`src/design/touch_conv_pkg.sv`:
```
// constants, types and state layout for the touch converter conversion controller
// assumes a 50 MHz core clock and a 16-bit register port in front of it
package touch_conv_pkg;
    // register addresses
    localparam logic [7:0] ADDR_CFG1     = 8'h01;
    localparam logic [7:0] ADDR_CFG2     = 8'h02;
    localparam logic [7:0] ADDR_CFG3     = 8'h03;
    localparam logic [7:0] ADDR_RES_BASE = 8'h08;
    localparam logic [7:0] ADDR_RES_LAST = 8'h0D;
    // field positions
    localparam int TMR_LO      = 0;
    localparam int SE_BIT      = 9;
    localparam int MODE_LO     = 10;
    localparam int CHAN_LO     = 12;
    localparam int PEN_DIS_BIT = 15;
    localparam int SETTLE_LO   = 0;
    // reset values
    localparam logic [15:0] CFG1_RST = 16'h0000;
    localparam logic [15:0] CFG2_RST = 16'h4040;
    localparam logic [15:0] CFG3_RST = 16'h0000;
    // timing
    localparam int CLK_MHZ           = 50;
    localparam int SETTLE_STEP_US    = 128;
    localparam int INTERVAL_BASE_US  = 550;
    localparam int INTERVAL_STEP_US  = 35;
    localparam int SETTLE_STEP_CYC   = SETTLE_STEP_US * CLK_MHZ;
    localparam int INTERVAL_BASE_CYC = INTERVAL_BASE_US * CLK_MHZ;
    localparam int INTERVAL_STEP_CYC = INTERVAL_STEP_US * CLK_MHZ;
    localparam int CNT_W             = 20;
    // channel codes
    localparam logic [2:0] CH_YPOS = 3'h7;
    localparam logic [2:0] CH_XPOS = 3'h6;
    localparam logic [2:0] CH_Z1   = 3'h5;
    localparam logic [2:0] CH_Z2   = 3'h4;
    localparam logic [2:0] CH_AUX  = 3'h3;
    localparam logic [2:0] CH_BAT  = 3'h2;
    localparam logic [2:0] CH_TEMP = 3'h1;

    typedef enum logic [1:0] {
        MODE_IDLE   = 2'b00,
        MODE_SINGLE = 2'b01,
        MODE_SEQ    = 2'b10,
        MODE_MASTER = 2'b11
    } mode_t;

    typedef enum logic [1:0] {
        REF_SUPPLY = 2'b00,
        REF_Y_AXIS = 2'b01,
        REF_X_AXIS = 2'b10,
        REF_YP_XN  = 2'b11
    } ref_sel_t;

    typedef enum logic [2:0] {
        ST_IDLE   = 3'b000,
        ST_NEXT   = 3'b001,
        ST_SETTLE = 3'b010,
        ST_CONV   = 3'b011,
        ST_WAIT   = 3'b100,
        ST_POST   = 3'b101,
        ST_END    = 3'b110,
        ST_TIMER  = 3'b111
    } st_t;

    typedef struct packed {
        logic        wr;
        logic        rd;
        logic [7:0]  addr;
        logic [15:0] wdata;
    } reg_req_t;

    typedef struct packed {
        logic        rvalid;
        logic [15:0] rdata;
    } reg_rsp_t;

    typedef struct packed {
        logic     xp_on;
        logic     xn_on;
        logic     yp_on;
        logic     yn_on;
        ref_sel_t ref_sel;
    } sw_ctrl_t;

    typedef struct packed {
        st_t               st;
        logic              touch_wait;
        logic              released;
        logic [15:0]       cfg1;
        logic [15:0]       cfg2;
        logic [15:0]       cfg3;
        logic [5:0][11:0]  res;
        logic [CNT_W-1:0]  cnt;
        logic [7:0]        mask;
        logic [2:0]        code;
        logic              first;
        logic              conv_start;
        logic              irq_n;
        logic              rvalid;
        logic [15:0]       rdata;
    } state_t;

    // settle delay in 128 us steps per code
    function automatic int settle_steps(input logic [3:0] c);
        case (c)
            4'hA:    settle_steps = 12;
            4'hB:    settle_steps = 14;
            4'hC:    settle_steps = 16;
            4'hD:    settle_steps = 20;
            4'hE:    settle_steps = 28;
            4'hF:    settle_steps = 32;
            default: settle_steps = int'(c) + 1;
        endcase
    endfunction : settle_steps
endpackage : touch_conv_pkg

```
`src/design/touch_conv_ctrl.sv`:
```
// conversion-mode controller: idle, single, slave and master sequences
// assumes an external SAR core driven by conv_start/conv_done and a
// register port owned by a serial front end; all inputs synchronous to clk
//
// Contract
// mode 00 performs no conversion
// decode 01 single, 10 slave, 11 master
// single mode converts the selected channel
// single done, timer zero: mode to 00
// timer nonzero: repeat single at expiry
// writing 10 starts slave sequence immediately
// sequence end: idle or rerun on timer
// writing 11 arms master, waits for touch
// master repeats on fresh touch or timer
// host sets channel enables before starting
// channel codes 7..1 map to inputs
// bit 9 picks single-ended or ratiometric
// switch and reference setup per channel
// pen bit 0: pin shows touch
// pen bit 1: pin shows limit alert
// second config register resets to 0x4040
// settle code selects settling delay
// settle before X/Y and after sequence
// interval timer code sets repeat period
// host idles device before changing setup
// reading mode after completion returns 00
`timescale 1ns/1ps
module touch_conv_ctrl
    import touch_conv_pkg::*;
#(
    parameter int SETTLE_STEP    = touch_conv_pkg::SETTLE_STEP_CYC,
    parameter int INTERVAL_BASE  = touch_conv_pkg::INTERVAL_BASE_CYC,
    parameter int INTERVAL_STEP  = touch_conv_pkg::INTERVAL_STEP_CYC
) (
    input  wire logic                    clk,
    input  wire logic                    srst,
    input  wire logic                    ce,
    input  wire touch_conv_pkg::reg_req_t req,
    output touch_conv_pkg::reg_rsp_t     rsp,
    input  wire logic                    pen_touched,
    input  wire logic                    limit_alert,
    output logic                         irq_pin_n,
    output logic                         conv_start,
    output logic [2:0]                   conv_code,
    output logic                         conv_single_ended,
    input  wire logic                    conv_done,
    input  wire logic [11:0]             conv_data,
    output touch_conv_pkg::sw_ctrl_t     sw_ctrl,
    output logic                         busy
);
    import touch_conv_pkg::*;

    state_t r_reg;
    state_t r_next;

    // result slot for a channel code; aux and battery share one slot
    function automatic logic [2:0] res_slot(input logic [2:0] c);
        case (c)
            CH_YPOS: res_slot = 3'h0;
            CH_XPOS: res_slot = 3'h1;
            CH_Z1:   res_slot = 3'h2;
            CH_Z2:   res_slot = 3'h3;
            CH_TEMP: res_slot = 3'h5;
            default: res_slot = 3'h4;
        endcase
    endfunction : res_slot

    // switch and reference setup for one channel
    function automatic sw_ctrl_t sw_decode(input logic [2:0] c, input logic se);
        sw_ctrl_t s;
        s = '0;
        s.ref_sel = REF_SUPPLY;
        case (c)
            CH_YPOS: begin
                s.yp_on = 1'b1;
                s.yn_on = 1'b1;
                if (!se) s.ref_sel = REF_Y_AXIS;
            end
            CH_XPOS: begin
                s.xp_on = 1'b1;
                s.xn_on = 1'b1;
                if (!se) s.ref_sel = REF_X_AXIS;
            end
            CH_Z1, CH_Z2: begin
                // single-ended pressure reads drive nothing
                s.xn_on = !se;
                s.yp_on = !se;
                if (!se) s.ref_sel = REF_YP_XN;
            end
            default: s.ref_sel = REF_SUPPLY;
        endcase
        sw_decode = s;
    endfunction : sw_decode

    // begin a run for the mode now held in cfg1
    function automatic state_t launch(input state_t s);
        state_t t;
        t = s;
        t.first = 1'b1;
        // a restart never inherits a start pulse from the old run
        t.conv_start = 1'b0;
        case (mode_t'(s.cfg1[MODE_LO +: 2]))
            MODE_SINGLE: begin
                // code 000 leaves only bit 0, which is never converted
                t.mask = 8'h01 << s.cfg1[CHAN_LO +: 3];
                t.st   = ST_NEXT;
            end
            MODE_SEQ: begin
                t.mask = s.cfg3[7:0] & 8'hFE;
                t.st   = ST_NEXT;
            end
            MODE_MASTER: begin
                t.touch_wait = 1'b1;
                t.released   = 1'b1;
                t.st         = ST_IDLE;
            end
            default: begin
                t.touch_wait = 1'b0;
                t.st         = ST_IDLE;
            end
        endcase
        launch = t;
    endfunction : launch

    logic [2:0]       pick;
    logic [CNT_W-1:0] settle_cyc;
    logic [CNT_W-1:0] interval_cyc;
    logic [7:0]       tmr;
    mode_t            mode;

    // highest enabled channel goes first
    always_comb begin
        pick = 3'h0;
        for (int i = 1; i < 8; i++) begin
            if (r_reg.mask[i]) pick = 3'(i);
        end
    end

    assign tmr  = r_reg.cfg1[TMR_LO +: 8];
    assign mode = mode_t'(r_reg.cfg1[MODE_LO +: 2]);
    assign settle_cyc =
        CNT_W'(settle_steps(r_reg.cfg2[SETTLE_LO +: 4]) * SETTLE_STEP);
    assign interval_cyc =
        CNT_W'(INTERVAL_BASE + (int'(tmr) - 1) * INTERVAL_STEP);

    // sequencing, register port and pin selection
    always_comb begin
        r_next = r_reg;
        r_next.conv_start = 1'b0;
        r_next.rvalid     = 1'b0;
        r_next.irq_n = r_reg.cfg1[PEN_DIS_BIT] ? !limit_alert : !pen_touched;
        case (r_reg.st)
            ST_IDLE: begin
                // master arm: needs a touch after the last release; the write of 11 counts as a release, so a touch held then starts at once
                if (r_reg.touch_wait) begin
                    if (!pen_touched) begin
                        r_next.released = 1'b1;
                    end else if (r_reg.released) begin
                        r_next.mask       = r_reg.cfg3[7:0] & 8'hFE;
                        r_next.first      = 1'b1;
                        r_next.touch_wait = 1'b0;
                        r_next.st         = ST_NEXT;
                    end
                end
            end
            ST_NEXT: begin
                if (r_reg.mask[7:1] == 7'h00) begin
                    r_next.cnt = settle_cyc;
                    r_next.st  = ST_POST;
                end else begin
                    r_next.code = pick;
                    if (r_reg.first || pick == CH_YPOS || pick == CH_XPOS) begin
                        r_next.cnt = settle_cyc;
                        r_next.st  = ST_SETTLE;
                    end else begin
                        r_next.st = ST_CONV;
                    end
                end
            end
            ST_SETTLE: begin
                if (r_reg.cnt <= CNT_W'(1)) r_next.st = ST_CONV;
                else r_next.cnt = r_reg.cnt - CNT_W'(1);
            end
            ST_CONV: begin
                r_next.conv_start = 1'b1;
                r_next.st         = ST_WAIT;
            end
            ST_WAIT: begin
                if (conv_done) begin
                    r_next.res[res_slot(r_reg.code)] = conv_data;
                    r_next.mask[r_reg.code]          = 1'b0;
                    r_next.first                     = 1'b0;
                    r_next.st                        = ST_NEXT;
                end
            end
            ST_POST: begin
                // precharge time for the pen-detect line
                if (r_reg.cnt <= CNT_W'(1)) r_next.st = ST_END;
                else r_next.cnt = r_reg.cnt - CNT_W'(1);
            end
            ST_END: begin
                if (mode == MODE_MASTER) begin
                    if (tmr != 8'h00 && pen_touched) begin
                        r_next.cnt = interval_cyc;
                        r_next.st  = ST_TIMER;
                    end else begin
                        r_next.touch_wait = 1'b1;
                        r_next.released   = !pen_touched;
                        r_next.st         = ST_IDLE;
                    end
                end else if (tmr == 8'h00) begin
                    r_next.cfg1[MODE_LO +: 2] = MODE_IDLE;
                    r_next.st                 = ST_IDLE;
                end else begin
                    r_next.cnt = interval_cyc;
                    r_next.st  = ST_TIMER;
                end
            end
            ST_TIMER: begin
                if (mode == MODE_MASTER && !pen_touched) begin
                    // release stops the timer; next touch restarts at once
                    r_next.touch_wait = 1'b1;
                    r_next.released   = 1'b1;
                    r_next.st         = ST_IDLE;
                end else if (r_reg.cnt <= CNT_W'(1)) begin
                    // relaunch from r_next so read strobe and pin keep this cycle's values
                    r_next = launch(r_next);
                    if (mode == MODE_MASTER) begin
                        r_next.touch_wait = 1'b0;
                        r_next.mask       = r_reg.cfg3[7:0] & 8'hFE;
                        r_next.st         = ST_NEXT;
                    end
                end else begin
                    r_next.cnt = r_reg.cnt - CNT_W'(1);
                end
            end
            default: r_next.st = ST_IDLE;
        endcase
        // host write beats the automatic mode clear in the same cycle
        if (req.wr) begin
            case (req.addr)
                ADDR_CFG1: begin
                    r_next.cfg1 = req.wdata;
                    r_next      = launch(r_next);
                end
                ADDR_CFG2: r_next.cfg2 = req.wdata;
                ADDR_CFG3: r_next.cfg3 = req.wdata;
                default: ;
            endcase
        end
        if (req.rd) begin
            r_next.rvalid = 1'b1;
            case (req.addr)
                ADDR_CFG1: r_next.rdata = r_reg.cfg1;
                ADDR_CFG2: r_next.rdata = r_reg.cfg2;
                ADDR_CFG3: r_next.rdata = r_reg.cfg3;
                default: begin
                    if (req.addr >= ADDR_RES_BASE && req.addr <= ADDR_RES_LAST)
                        r_next.rdata = {4'h0, r_reg.res[3'(req.addr - ADDR_RES_BASE)]};
                    else
                        r_next.rdata = 16'h0000;
                end
            endcase
        end
    end

    // single state register, frozen while ce is low
    always_ff @(posedge clk) begin
        if (srst) begin
            r_reg       <= '0;
            r_reg.st    <= ST_IDLE;
            r_reg.cfg1  <= CFG1_RST;
            r_reg.cfg2  <= CFG2_RST;
            r_reg.cfg3  <= CFG3_RST;
            r_reg.irq_n <= 1'b1;
        end else if (ce) begin
            r_reg <= r_next;
        end
    end

    assign rsp.rvalid        = r_reg.rvalid;
    assign rsp.rdata         = r_reg.rdata;
    assign irq_pin_n         = r_reg.irq_n;
    assign conv_start        = r_reg.conv_start;
    assign conv_code         = r_reg.code;
    assign conv_single_ended = r_reg.cfg2[SE_BIT];
    assign sw_ctrl = (r_reg.st == ST_SETTLE || r_reg.st == ST_CONV || r_reg.st == ST_WAIT)
                     ? sw_decode(r_reg.code, r_reg.cfg2[SE_BIT]) : '0;
    assign busy = r_reg.st != ST_IDLE;

    logic wr_cfg1;
    assign wr_cfg1 = ce && req.wr && req.addr == ADDR_CFG1;
endmodule : touch_conv_ctrl

```
`config.mk`:
```
export PLATFORM = sky130hd
export DESIGN_NAME = touch_conv_ctrl
export DESIGN_NICKNAME = d
export VERILOG_FILES = /design/src/design/touch_conv_pkg.sv /design/src/design/touch_conv_ctrl.sv
export SDC_FILE = /design/constraint.sdc
export NUM_CORES = 1
export LEC_CHECK = 0
export BUFFER_PORTS_ARGS = -buffer_cell sky130_fd_sc_hd__buf_2
export CAP_MARGIN = 15
export CORE_ASPECT_RATIO = 1.1
export CORE_MARGIN = 2
export CORE_UTILIZATION = 50
export DETAILED_ROUTE_END_ITERATION = 7
export HOLD_SLACK_MARGIN = 0.15
export PLACE_DENSITY = 0.67
export SYNTH_ARGS = -nofsm -noshare
export SYNTH_HDL_FRONTEND = slang
export SYNTH_SLANG_ARGS = --single-unit
```
`constraint.sdc`:
```
create_clock -name clk -period 8.6 [get_ports clk]
set_input_delay 0.86 -clock clk [delete_from_list [all_inputs] [get_ports clk]]
set_output_delay 0.86 -clock clk [all_outputs]
set_load 0.02 [all_outputs]
```
* Word-level counts from Yosys, hierarchy flattened
Cells that the tools add are included.
** Word-level totals
- Register bits :: 176
- Input port bits :: 44
- Output and inout port bits :: 30
- Logic and storage cells :: 183
** Operators by class
- Add/sub/neg operators :: 5
- Multipliers :: 2
- Order comparisons :: 8
- Equality and inequality tests :: 29
- Shift-type cells :: 2
- Muxes and demuxes :: 94
- Bitwise operators :: 2
- Reductions and logical operators :: 21
** Operators by type and width (number)
- $mux W176 :: 1
- $mux W171 :: 1
- $pmux W72 S2 :: 1
- $mux W125 :: 1
- $mux W20 :: 6
- $pmux W20 S4 :: 1
- $bwmux W72 :: 1
- $mux W72 :: 1
- $mux W31 :: 2
- $pmux W16 S3 :: 1
- $mux W3 :: 14
- $mux W42 :: 1
- $mux W8 :: 5
- $bmux W12 S3 :: 1
- $demux W12 S3 :: 1
- $mux W12 :: 3
- $pmux W6 S6 :: 1
- $mul A32 B6 Y12 const B :: 1
- $mux W16 :: 2
- $pmux W8 S2 :: 2
- $eq A3 B3 Y1 const B :: 10
- $eq A4 B4 Y1 const B :: 6
- $pmux W3 S8 :: 1
- $pmux W8 S3 :: 1
- 44 further kinds :: 98

* Longest topological paths before layout
Gate-level depths: netlist of the first run.
- Depth after elaboration :: 16
- Mapped depth :: 25
- Depth with buffers taken out :: 24

* Worst setup path before layout of the first run
OpenSTA, ideal clock, no wires.
- Path type :: reg2reg
- Start point :: reg r_reg[157] (netlist bit)
- End point :: reg r_reg[50] (netlist bit)
- Library setup time :: 0.120 ns
- Arrival time :: 6.113 ns
- Required time :: 8.480 ns
- Path slack :: 2.367 ns
- Stages on the path, launching flop included :: 22
- Buffers on the path :: 1
- Period minus slack after synthesis :: 6.233 ns
- Cells stage by stage :: dfxtp_1 clkbuf_1 or4_1 or2_2 xnor2_1 inv_1 ha_1 ha_1 inv_1 fa_1 inv_1 fa_1 fa_1 ha_1 o211ai_1 and4_1 a2111oi_0 o211ai_1 nand4_1 nor2_1 mux2i_1 a211o_1
** Between the ends
- Cells in the longest elaborated chain, start to end :: 7
- Elaborated cells between the ends (all ways) :: 11
- Classes of those cells :: add/sub (2); mul (1); mux (5); reduce/logical (3)
** Ends and longest elaborated chain
- start, declared :: RTL line touch_conv_ctrl.sv:53 : state_t r_reg;
- start signal, assigned :: RTL line touch_conv_ctrl.sv:277 : r_reg <= r_next;
- $sub A8 B1 Y9 :: RTL line touch_conv_ctrl.sv:144 : CNT_W'(INTERVAL_BASE + (int'(tmr) - 1) * INTERVAL_STEP);
- $mul A9 B11 Y19 :: RTL line touch_conv_ctrl.sv:144
- $add A16 B20 Y20 :: RTL line touch_conv_ctrl.sv:144
- $mux W20, on equally long branches :: RTL line touch_conv_ctrl.sv:211, touch_conv_ctrl.sv:203
- $mux W20 (*) :: RTL line touch_conv_ctrl.sv:202 : if (mode == MODE_MASTER) begin
- $pmux W20 S4 (*) :: RTL line touch_conv_ctrl.sv:152 : case (r_reg.st)
- $mux W176 (*) :: RTL line touch_conv_ctrl.sv:240 : if (req.wr) begin
Mark *: on every way between the ends. The rest lies on a longest branch, timed or not.
A chain may end at the register's enable or synchronous reset.

* Worst setup path after layout of the first run
Ends and elaborated chain as after synthesis.

==> results list, run 1 <==
* Result of the run: completed
* HPWL reported at the end of detailed placement: approximately 25000 µm
* Num CTS Buffers: 17
* Path category of the worst min-delay check: reg -> reg
* Arrival time of data at the critical path endpoint: between 7 and 8 ns
- For this configuration, the core starts out at a cell density of around half.
* Distinct cell type count after synthesis: between 70 and 80
- The worst path needs just under 7 ns of the cycle, external delays included.
* Actual slew at the worst max-slew pin: between 1 and 1.5 ns
- The first global-routing pass estimated approximately 55000 µm of wire.
- Between clock sinks in the finished design, the worst skew comes to around 0.016 ns.
- Post-CTS sizing: 0
* Worst slew slack as a fraction of its limit: between 20 and 30%
- Of the total synthesized cell area, the portion taken by AND, OR, NAND and NOR gates is between 10% and 20%.
- Max-cap violation count: 0
* Post-synthesis share of cell area spent on full adders, half adders and majority gates: between 10% and 20%
- Counting every net in the synthesized netlist gives 1697.
- In this run the post-CTS setup repair buffer count came out at 0.
- The register with the most flip-flops in the layout has 150 of them.
- Across the whole layout, storage elements account for 3500 µm².
- Average instance area after synthesis: 7.89 µm²
- Setup repair after global routing left no endpoint under its margin.
- Top FF cell, synth: sky130_fd_sc_hd__dfxtp_1
* Maximum fanout count along the critical path: 10
* Count of hold buffers inserted by post-cts repair: 0
- Summing the areas of all compound-gate instances in the mapped netlist gives approximately 19% of the synthesized area.
* Pleak: ~0.0055 µW
* Fraction of power consumed by combinational cells: a little over a tenth
- Final wirelength: 33800 µm
* Post-detailed-route DRC marker count: 0
- Placer Congestion: roughly 0.91
- The number of max-slew violations in the final report came to 0.
* Worst r2r path cells: 20
* Critical path class: reg -> reg
- Vias per inst: about 6
- Clock tree synthesis selected as its root buffer the cell sky130_fd_sc_hd__clkbuf_16.
- After Yosys synthesis, XOR and XNOR cells account for 2.39% of the synthesized area.
- The die is about 170 µm tall.
- Yosys mapped a number of flops with a built-in enable equal to 0.
- Cells along the critical path: or4_1 > nor4_1 > xor2_1 > inv_1 > fa_1 > inv_1 > ha_1 > fa_1 > fa_1 > ha_1 > ha_1 > o211ai_1 > and3b_1 > a311o_1 > nand3b_1 > xor2_1 > nand4_1 > nor2_1 > mux2i_1 > a211o_1
- The worst register-to-register path ends at r_reg[50].
* TritonCTS clock tree: done
- The share of total power dissipated in the clock network is 45.2%.
- Number of global-route vias before repair: 10500
* Worst reg2reg setup slack: between 1.5 and 2 ns
- Net switching is between 20% and 30% of the power.
- The count of endpoints failing hold in the final timing report is 0.
* Initial antenna violation count: 4
* Worst hold stages: 2
- The finished layout holds about 1800 standard cells, fillers aside.
- Worst hold margin: 0.453 ns
* Cell total after placement: between 1500 and 2000
- STA puts the critical path data required time at 8.93 ns.
- FMAX: between 0.1 and 0.15 GHz
- By area, the combinational part of the netlist is dominated by compound AO/OA/AOI/OAI gates.
- For this run, the register share of the synthesized area comes to slightly below 30%.
- Worst-path cell with the longest stage delay: sky130_fd_sc_hd__or4_1
- WL/cell: between 15 and 20 µm
* Sequential power share: 44.4%
- The area growth from synthesis to layout is 8.01%.
- Post-synthesis instance area: about 12000 µm²
- The initialized floorplan defines 59 standard-cell rows.
- Level count of the clock H-tree: 4
- Async set-reset flop share out of synthesis: 0%
- Post-route antenna net violation count: 0
- The first detailed-routing pass took 8 iterations.
- Worst setup SP type: register
* Final Setup Violations: 0
* Largest vdd supply drop: between 100 and 150 µV
* PortBufs: 73
- In the final layout, the share of cells above drive strength 1 is just under 10%.
- Commonest non-fill, non-tap cell in the layout: sky130_fd_sc_hd__nand2_1
- Mux contribution to synthesized area: under 10%
- Multi-input combinational cell area: around 7700 µm²
* Placeable core area: 23700 µm²
- Power spread over the standard cell area amounts to between 100 and 150 nW/µm².
- The library cells used most frequently in the layout, excluding fill and tap cells, are 247 x sky130_fd_sc_hd__nand2_1, 175 x sky130_fd_sc_hd__dfxtp_1, 169 x sky130_fd_sc_hd__a21oi_1, 136 x sky130_fd_sc_hd__nor2_1, 105 x sky130_fd_sc_hd__inv_1.
* Largest net degree at the start of global routing: 95
- Hold path endpoint: r_reg[138]
- Synthesis produced between 1500 and 2000 cells.
* Pint: 1290 µW
* Floorplan die width: around 150 µm
- STA classifies the critical path endpoint as a register.
- Summed over all nets, the switching power comes to approximately 550 µW.
- Clock transition at path regs: 0.08 ns
- Global routing finished with a remaining overflow of 0.
- Number of DRC markers after the initial detailed-route iteration: 634
- After layout, the worst setup slack is roughly 1.8 ns.
* Final Cycle Share: just under 80%
* Warning count from the yosys run: 0
- The filler cells instantiated in the layout total around 2300.
- For the worst-skew pair, the clock arrives at the later sink with an insertion delay of ~0.45 ns.
- Timing analysis after detailed placement gives a worst setup slack of roughly 1.8 ns.
- Clock buffer depth: 2
- Summed over all failing endpoints, the final setup total negative slack is 0 ns.
- In this design, the stage delay of the slowest critical-path cell is approximately 0.59 ns.
* Vias after detailed routing: 10800
* Number of nets in the finished design: approximately 1700
* Hold_sp: r_reg[138]
- Global routing consumed, over all layers together, about a quarter of the routing resources.
* Clock sink count: 175
- Launch instance of the worst register-to-register path: r_reg[157]
* Overall die area: ~25000 µm²
- In this run, synthesis produced a sequential element count of ~180.
* IO Pins: 74
worst max-delay path by stage:
| stage | from | end |
|---|---|---|
| after floorplan | r_reg[157] | r_reg[50] |
| after detailed placement | r_reg[157] | r_reg[50] |
| after CTS | r_reg[157] | r_reg[50] |
| after global routing | r_reg[155] | r_reg[50] |
| after global placement | r_reg[155] | r_reg[50] |
| final | r_reg[157] | r_reg[50] |
worst max-delay path, delay by kind of cell, from the launching register on:
kind            cells  cell delay [ns]
simple gates        6             1.70
mux                 1             0.12
buf+inv             2             0.27
compound gates      3             0.76
fa+ha+maj           6             2.55
xor+xnor            2             0.87
flops               1             0.41
area by class of cell:
type / count / share of cell area [%]
clock inverters: 15 / 1.67
clock buffers: 17 / 3.26
well taps: 305 / 2.93
inverters: 105 / 3.02
repair buffers: 83 / 3.40
flip-flops and latches: 175 / 26.9
multi-input cells: 1142 / 58.9
diodes: 1 / 0.0192
cells by family after synthesis:
family,after synthesis
and+or+nand+nor,523
AOI/OAI and AO/OA,384
buffers and inverters,213
DFF,175
adders and majority gates,123
muxes,79
xor gates and xnor gates,33
synth_stat cells, drive strengths merged (5+ instances only):
library cell	count	area, µm²
and2	6	37.5
xnor2	19	166
mux2	8	90.1
clkbuf	74	278
nor4	12	75.1
dfxtp	175	3500
nand4	5	31.3
inv	105	394
o211ai	16	120
a22oi	11	82.6
buf	34	230
nand2b	6	37.5
nand2	248	938
fa	30	601
and3	7	43.8
a21oi	169	846
nand3b	5	37.5
or4	9	75.1
mux4	12	270
nor2b	19	119
a221oi	16	140
nand3	22	110
mux2i	59	591
or2	6	37.5
a22o	9	78.8
a31oi	8	50.1
xor2	14	123
nor2	136	510
o22ai	21	131
ha	93	1160
a211oi	6	45.0
o21ai	71	355
a21o	6	45.0
nor3	29	150
a32oi	8	70.1
power by group through the flow:
stage          registers (µW)  clock network [µW]  logic, µW
2_1_floorplan             833                   0        134
3_3_place_gp              833                   0        188
3_5_place_dp              834                   0        190
4_1_cts                   814                 842        190
5_1_grt                   815                 876        207
6_report                  814                 830        190
stage by stage:
stage	power (µW)	util, %	instance area, µm²
after floorplan	967	-	12100
after global placement	1020	52.3	12400
after detailed placement	1020	52.3	12400
after CTS	1850	55.0	13000
after global routing	1900	55.0	13000
final	1830	55.1	13000
routing by layer:
layer	GRT usage [%]	share of wire [%]	routed length [µm]	up-vias
met5	0	0.033	11	-
met4	11.1	3.6	1220	2
met3	4.37	5.6	1880	83
met2	45.9	49	16500	340
met1	33.0	42	14200	5034
li1	-	-	-	5304
(Power assumes the default switching activity.)
==> run 2: changes to the inputs <==
==> constraint.sdc (replaced) <==
create_clock -name clk -period 6.4 [get_ports clk]
set_input_delay 0.64 -clock clk [delete_from_list [all_inputs] [get_ports clk]]
set_output_delay 0.64 -clock clk [all_outputs]
set_load 0.02 [all_outputs]
==> run 2 against run 1 <==
  * Final cell count up 0.60%
  * Non-clock buffer count up 12
  * Clock skew up 0.0046 ns
  * Power up 36%
  * Critical path type unchanged
  * Critical endpoint is now r_reg[47]
==> results list, run 2 (same netlist as run 1, synthesis figures left out) <==
* Root cell of the clock tree: sky130_fd_sc_hd__clkbuf_16
- Vias per inst: 5.89 (+0.89%)
- Layout cells sized above 1: 11.2% (+1.5 points)
- Largest net degree at the start of global routing: 74 (-22%)
- Largest stage delay, worst path: 0.53 ns (-0.06 ns)
- Final Cell Area: 13200 µm² (+1.1%)
- The H-tree depth is 4 (unchanged).
* Clock transition at path regs: 0.08 ns (about the same)
- Placer Congestion: 0.915 (+0.37%)
* Path category of the worst min-delay check: in -> reg
* Post-route antenna net violation count: 0 (unchanged)
- The count of endpoints failing hold in the final timing report came to 0 (unchanged).
- Result of the run: completed
- Largest vdd supply drop: 170 µV (+37%)
- The detailed-route wire length was 34300 µm (+1.5%).
- STA classifies the critical path endpoint as a register.
- Final cell count without fillers: 1854 (+0.60%)
- The final routed DRC violation total came to 0 (unchanged).
* Maximum fanout count along the critical path: 7 (-3)
- The core area is 23700 µm² (unchanged).
- Among the stages of the critical path, the cell type that occurs most often is sky130_fd_sc_hd__inv_1.
- Clock sink count: 175 (unchanged)
- Floorplan die width: 152 µm (unchanged)
- Pleak: 0.00558 µW (+1.0%)
- The post-route fraction of the period consumed by the critical path is 95.9% (+17 points).
* IO Pins: 74 (unchanged)
- The first-pass iteration count of the detailed router is 6 (-2).
- The fill cell instance count of the final layout came to 2238 (-1.4%).
* Overall die area: 25400 µm² (unchanged)
* Arrival time of data at the critical path endpoint: 6.45 ns (-0.68 ns)
* Count of standard-cell rows: 59 (unchanged)
- The count of antenna diodes in the layout was 0 (-1).
- The final critical delay including setup and external delays was 6.14 ns (-0.652 ns).
- The pin slew with the least headroom to its limit is 1.12 ns (+0.0225 ns).
- The buffers plus inverters on the worst setup path was 6 (+4).
- Worst slew slack as a fraction of its limit: 25.2% (-0.82 points)
- The number of global-route vias before repair is 10600 (+0.99%).
- The area growth from synthesis to layout is 9.23%.
* Worst Clk Skew: 0.0204 ns (+0.00457 ns)
- Most frequent cells in the layout: 247 x sky130_fd_sc_hd__nand2_1, 175 x sky130_fd_sc_hd__dfxtp_1, 168 x sky130_fd_sc_hd__a21oi_1, 135 x sky130_fd_sc_hd__nor2_1, 105 x sky130_fd_sc_hd__inv_1
- The area used by sequential logic in the layout came to 3500 µm² (unchanged).
- Initial standard-cell utilization of the core: 51.0% (unchanged)
- The iteration-0 DRC count of the detailed router came to 721 (+14%).
- Required arrival time at the worst endpoint: 6.71 ns (-2.22 ns)
* Vias after detailed routing: 10900 (+1.5%)
* Number of nets in the finished design: 1703 (+0.71%)
- Among cell families on the critical path, the largest total delay comes from adder cells.
- The library cell used most frequently in the layout, excluding fill and tap cells, is sky130_fd_sc_hd__nand2_1.
- HPWL reported at the end of detailed placement: 25200 µm (+2.7%)
- The total global routing overflow came to 0 (unchanged).
- Worst hold margin: 0.445 ns (-0.00767 ns)
* Vertical die dimension: 167 µm (unchanged)
- Initial antenna violation count: 0 (-4)
* Final slew viol count: 0 (unchanged)
- TritonCTS clock tree: done
- The routed wirelength normalized by instance count is 18.5 µm (+0.94%).
- The flip-flop count of the largest register after layout came to 150 (unchanged).
- The upper clock frequency limit is 0.163 GHz (+11%).
- Critical path class: reg -> reg
- Instance area at placement: 12500 µm² (+0.48%)
- The critical path goes through inv_1 > ha_2 > inv_1 > or3_1 > xnor2_2 > ha_2 > inv_1 > fa_1 > inv_1 > ha_1 > fa_1 > ha_1 > inv_1 > fa_1 > nor2b_2 > o211ai_1 > and4_1 > a2111oi_1 > buf_4 > o211ai_1 > nand2_1 > xnor2_1 > a221oi_1 > a21oi_1.
- Max-cap violation count: 0 (unchanged)
* Wire length of the first global-routing pass: 55400 µm (+1.6%)
- The number of buffers created by CTS came to 17 (unchanged).
- The number of placed cells counting well taps is 1818 (+0.44%).
- The worst setup path is launched from a register.
- For this design, the slowest cell found on the critical path is sky130_fd_sc_hd__fa_1.
- The clock latency of the later-clocked register in the worst-skew pair came to 0.46 ns (about the same).
- Pwr/cell area: 189 nW/µm² (+34%)
* PortBufs: 73 (unchanged)
- The count of endpoints failing setup in the final report was 0 (unchanged).
- Overall track demand over capacity in global routing: 26.9% (+0.27 points)
- Multi-input combinational cell area: 7740 µm² (+0.77%)
* Clock buffer depth: 2 (unchanged)
[run 2: cell types whose count changed in the layout (fill, tap and decap cells not counted), moves of 2 or more]
cell,previous run,this run
sky130_fd_sc_hd__ha_1,93,89
sky130_fd_sc_hd__buf_4,11,23
sky130_fd_sc_hd__xor2_2,0,2
sky130_fd_sc_hd__ha_2,0,4
sky130_fd_sc_hd__xor2_1,14,12
[run 2: final timing paths]
check	startpoint	slack, ns	endpoint	depth (start not counted)
max	r_reg[155]	0.26	r_reg[47]	24
min	req[9]	0.45	conv_single_ended	3
max reg2reg	r_reg[155]	0.26	r_reg[47]	24
min reg2reg	r_reg[131]	0.45	r_reg[131]	2
[run 2: layout make-up]
class | instances | share of cell area [%]
Sequential cell | 175 | 26.6
Clock inverter | 15 | 1.66
Clock buffer | 17 | 3.22
Inverter | 105 | 2.99
Multi-Input combinational cell | 1142 | 58.6
Timing Repair Buffer | 95 | 4.04
Tap cell | 305 | 2.89
[run 2: routing by layer]
metal	vias to the layer above	GRT usage (%)	wire length [µm]
li1	5313	-	-
met1	5222	33.8	14500
met2	312	45.6	16800
met3	77	4.01	1710
met4	0	12.3	1310
met5	-	0	0
[run 2: worst min-delay path: stages]
cell and delay (ns):
sky130_fd_sc_hd__buf_2 0.11, sky130_fd_sc_hd__nand2_1 0.05, sky130_fd_sc_hd__a21oi_1 0.05
[run 2: what timing repair did]
| item | CTS | global route |
|---|---|---|
| endpoints found under the setup margin | 0 | 7 |
| buffers inserted | 0 | 4 |
| endpoints found under the hold margin | 0 | 0 |
| hold buffers | 0 | 0 |
| gates resized for setup | 0 | 15 |
[run 2: report_power, final]
group | internal [µW] | switching [µW] | total (µW) | leakage [µW]
clock | 550 | 571 | 1120 | 0.000308
sequential | 1090 | 2.97 | 1090 | 0.00141
combinational | 105 | 169 | 274 | 0.00386
total | 1750 | 743 | 2490 | 0.00558
[run 2: metrics by stage]
stage,TNS [ns],power [µW],setup slack (ns),utilization (%)
after floorplan,0,1300,0.167,-
after global placement,0,1380,0.211,52.6
after detailed placement,0,1380,0.118,52.6
after CTS,0,2490,0.109,55.3
after global routing,-0.177,2570,-0.0880,55.7
final,0,2490,0.261,55.7
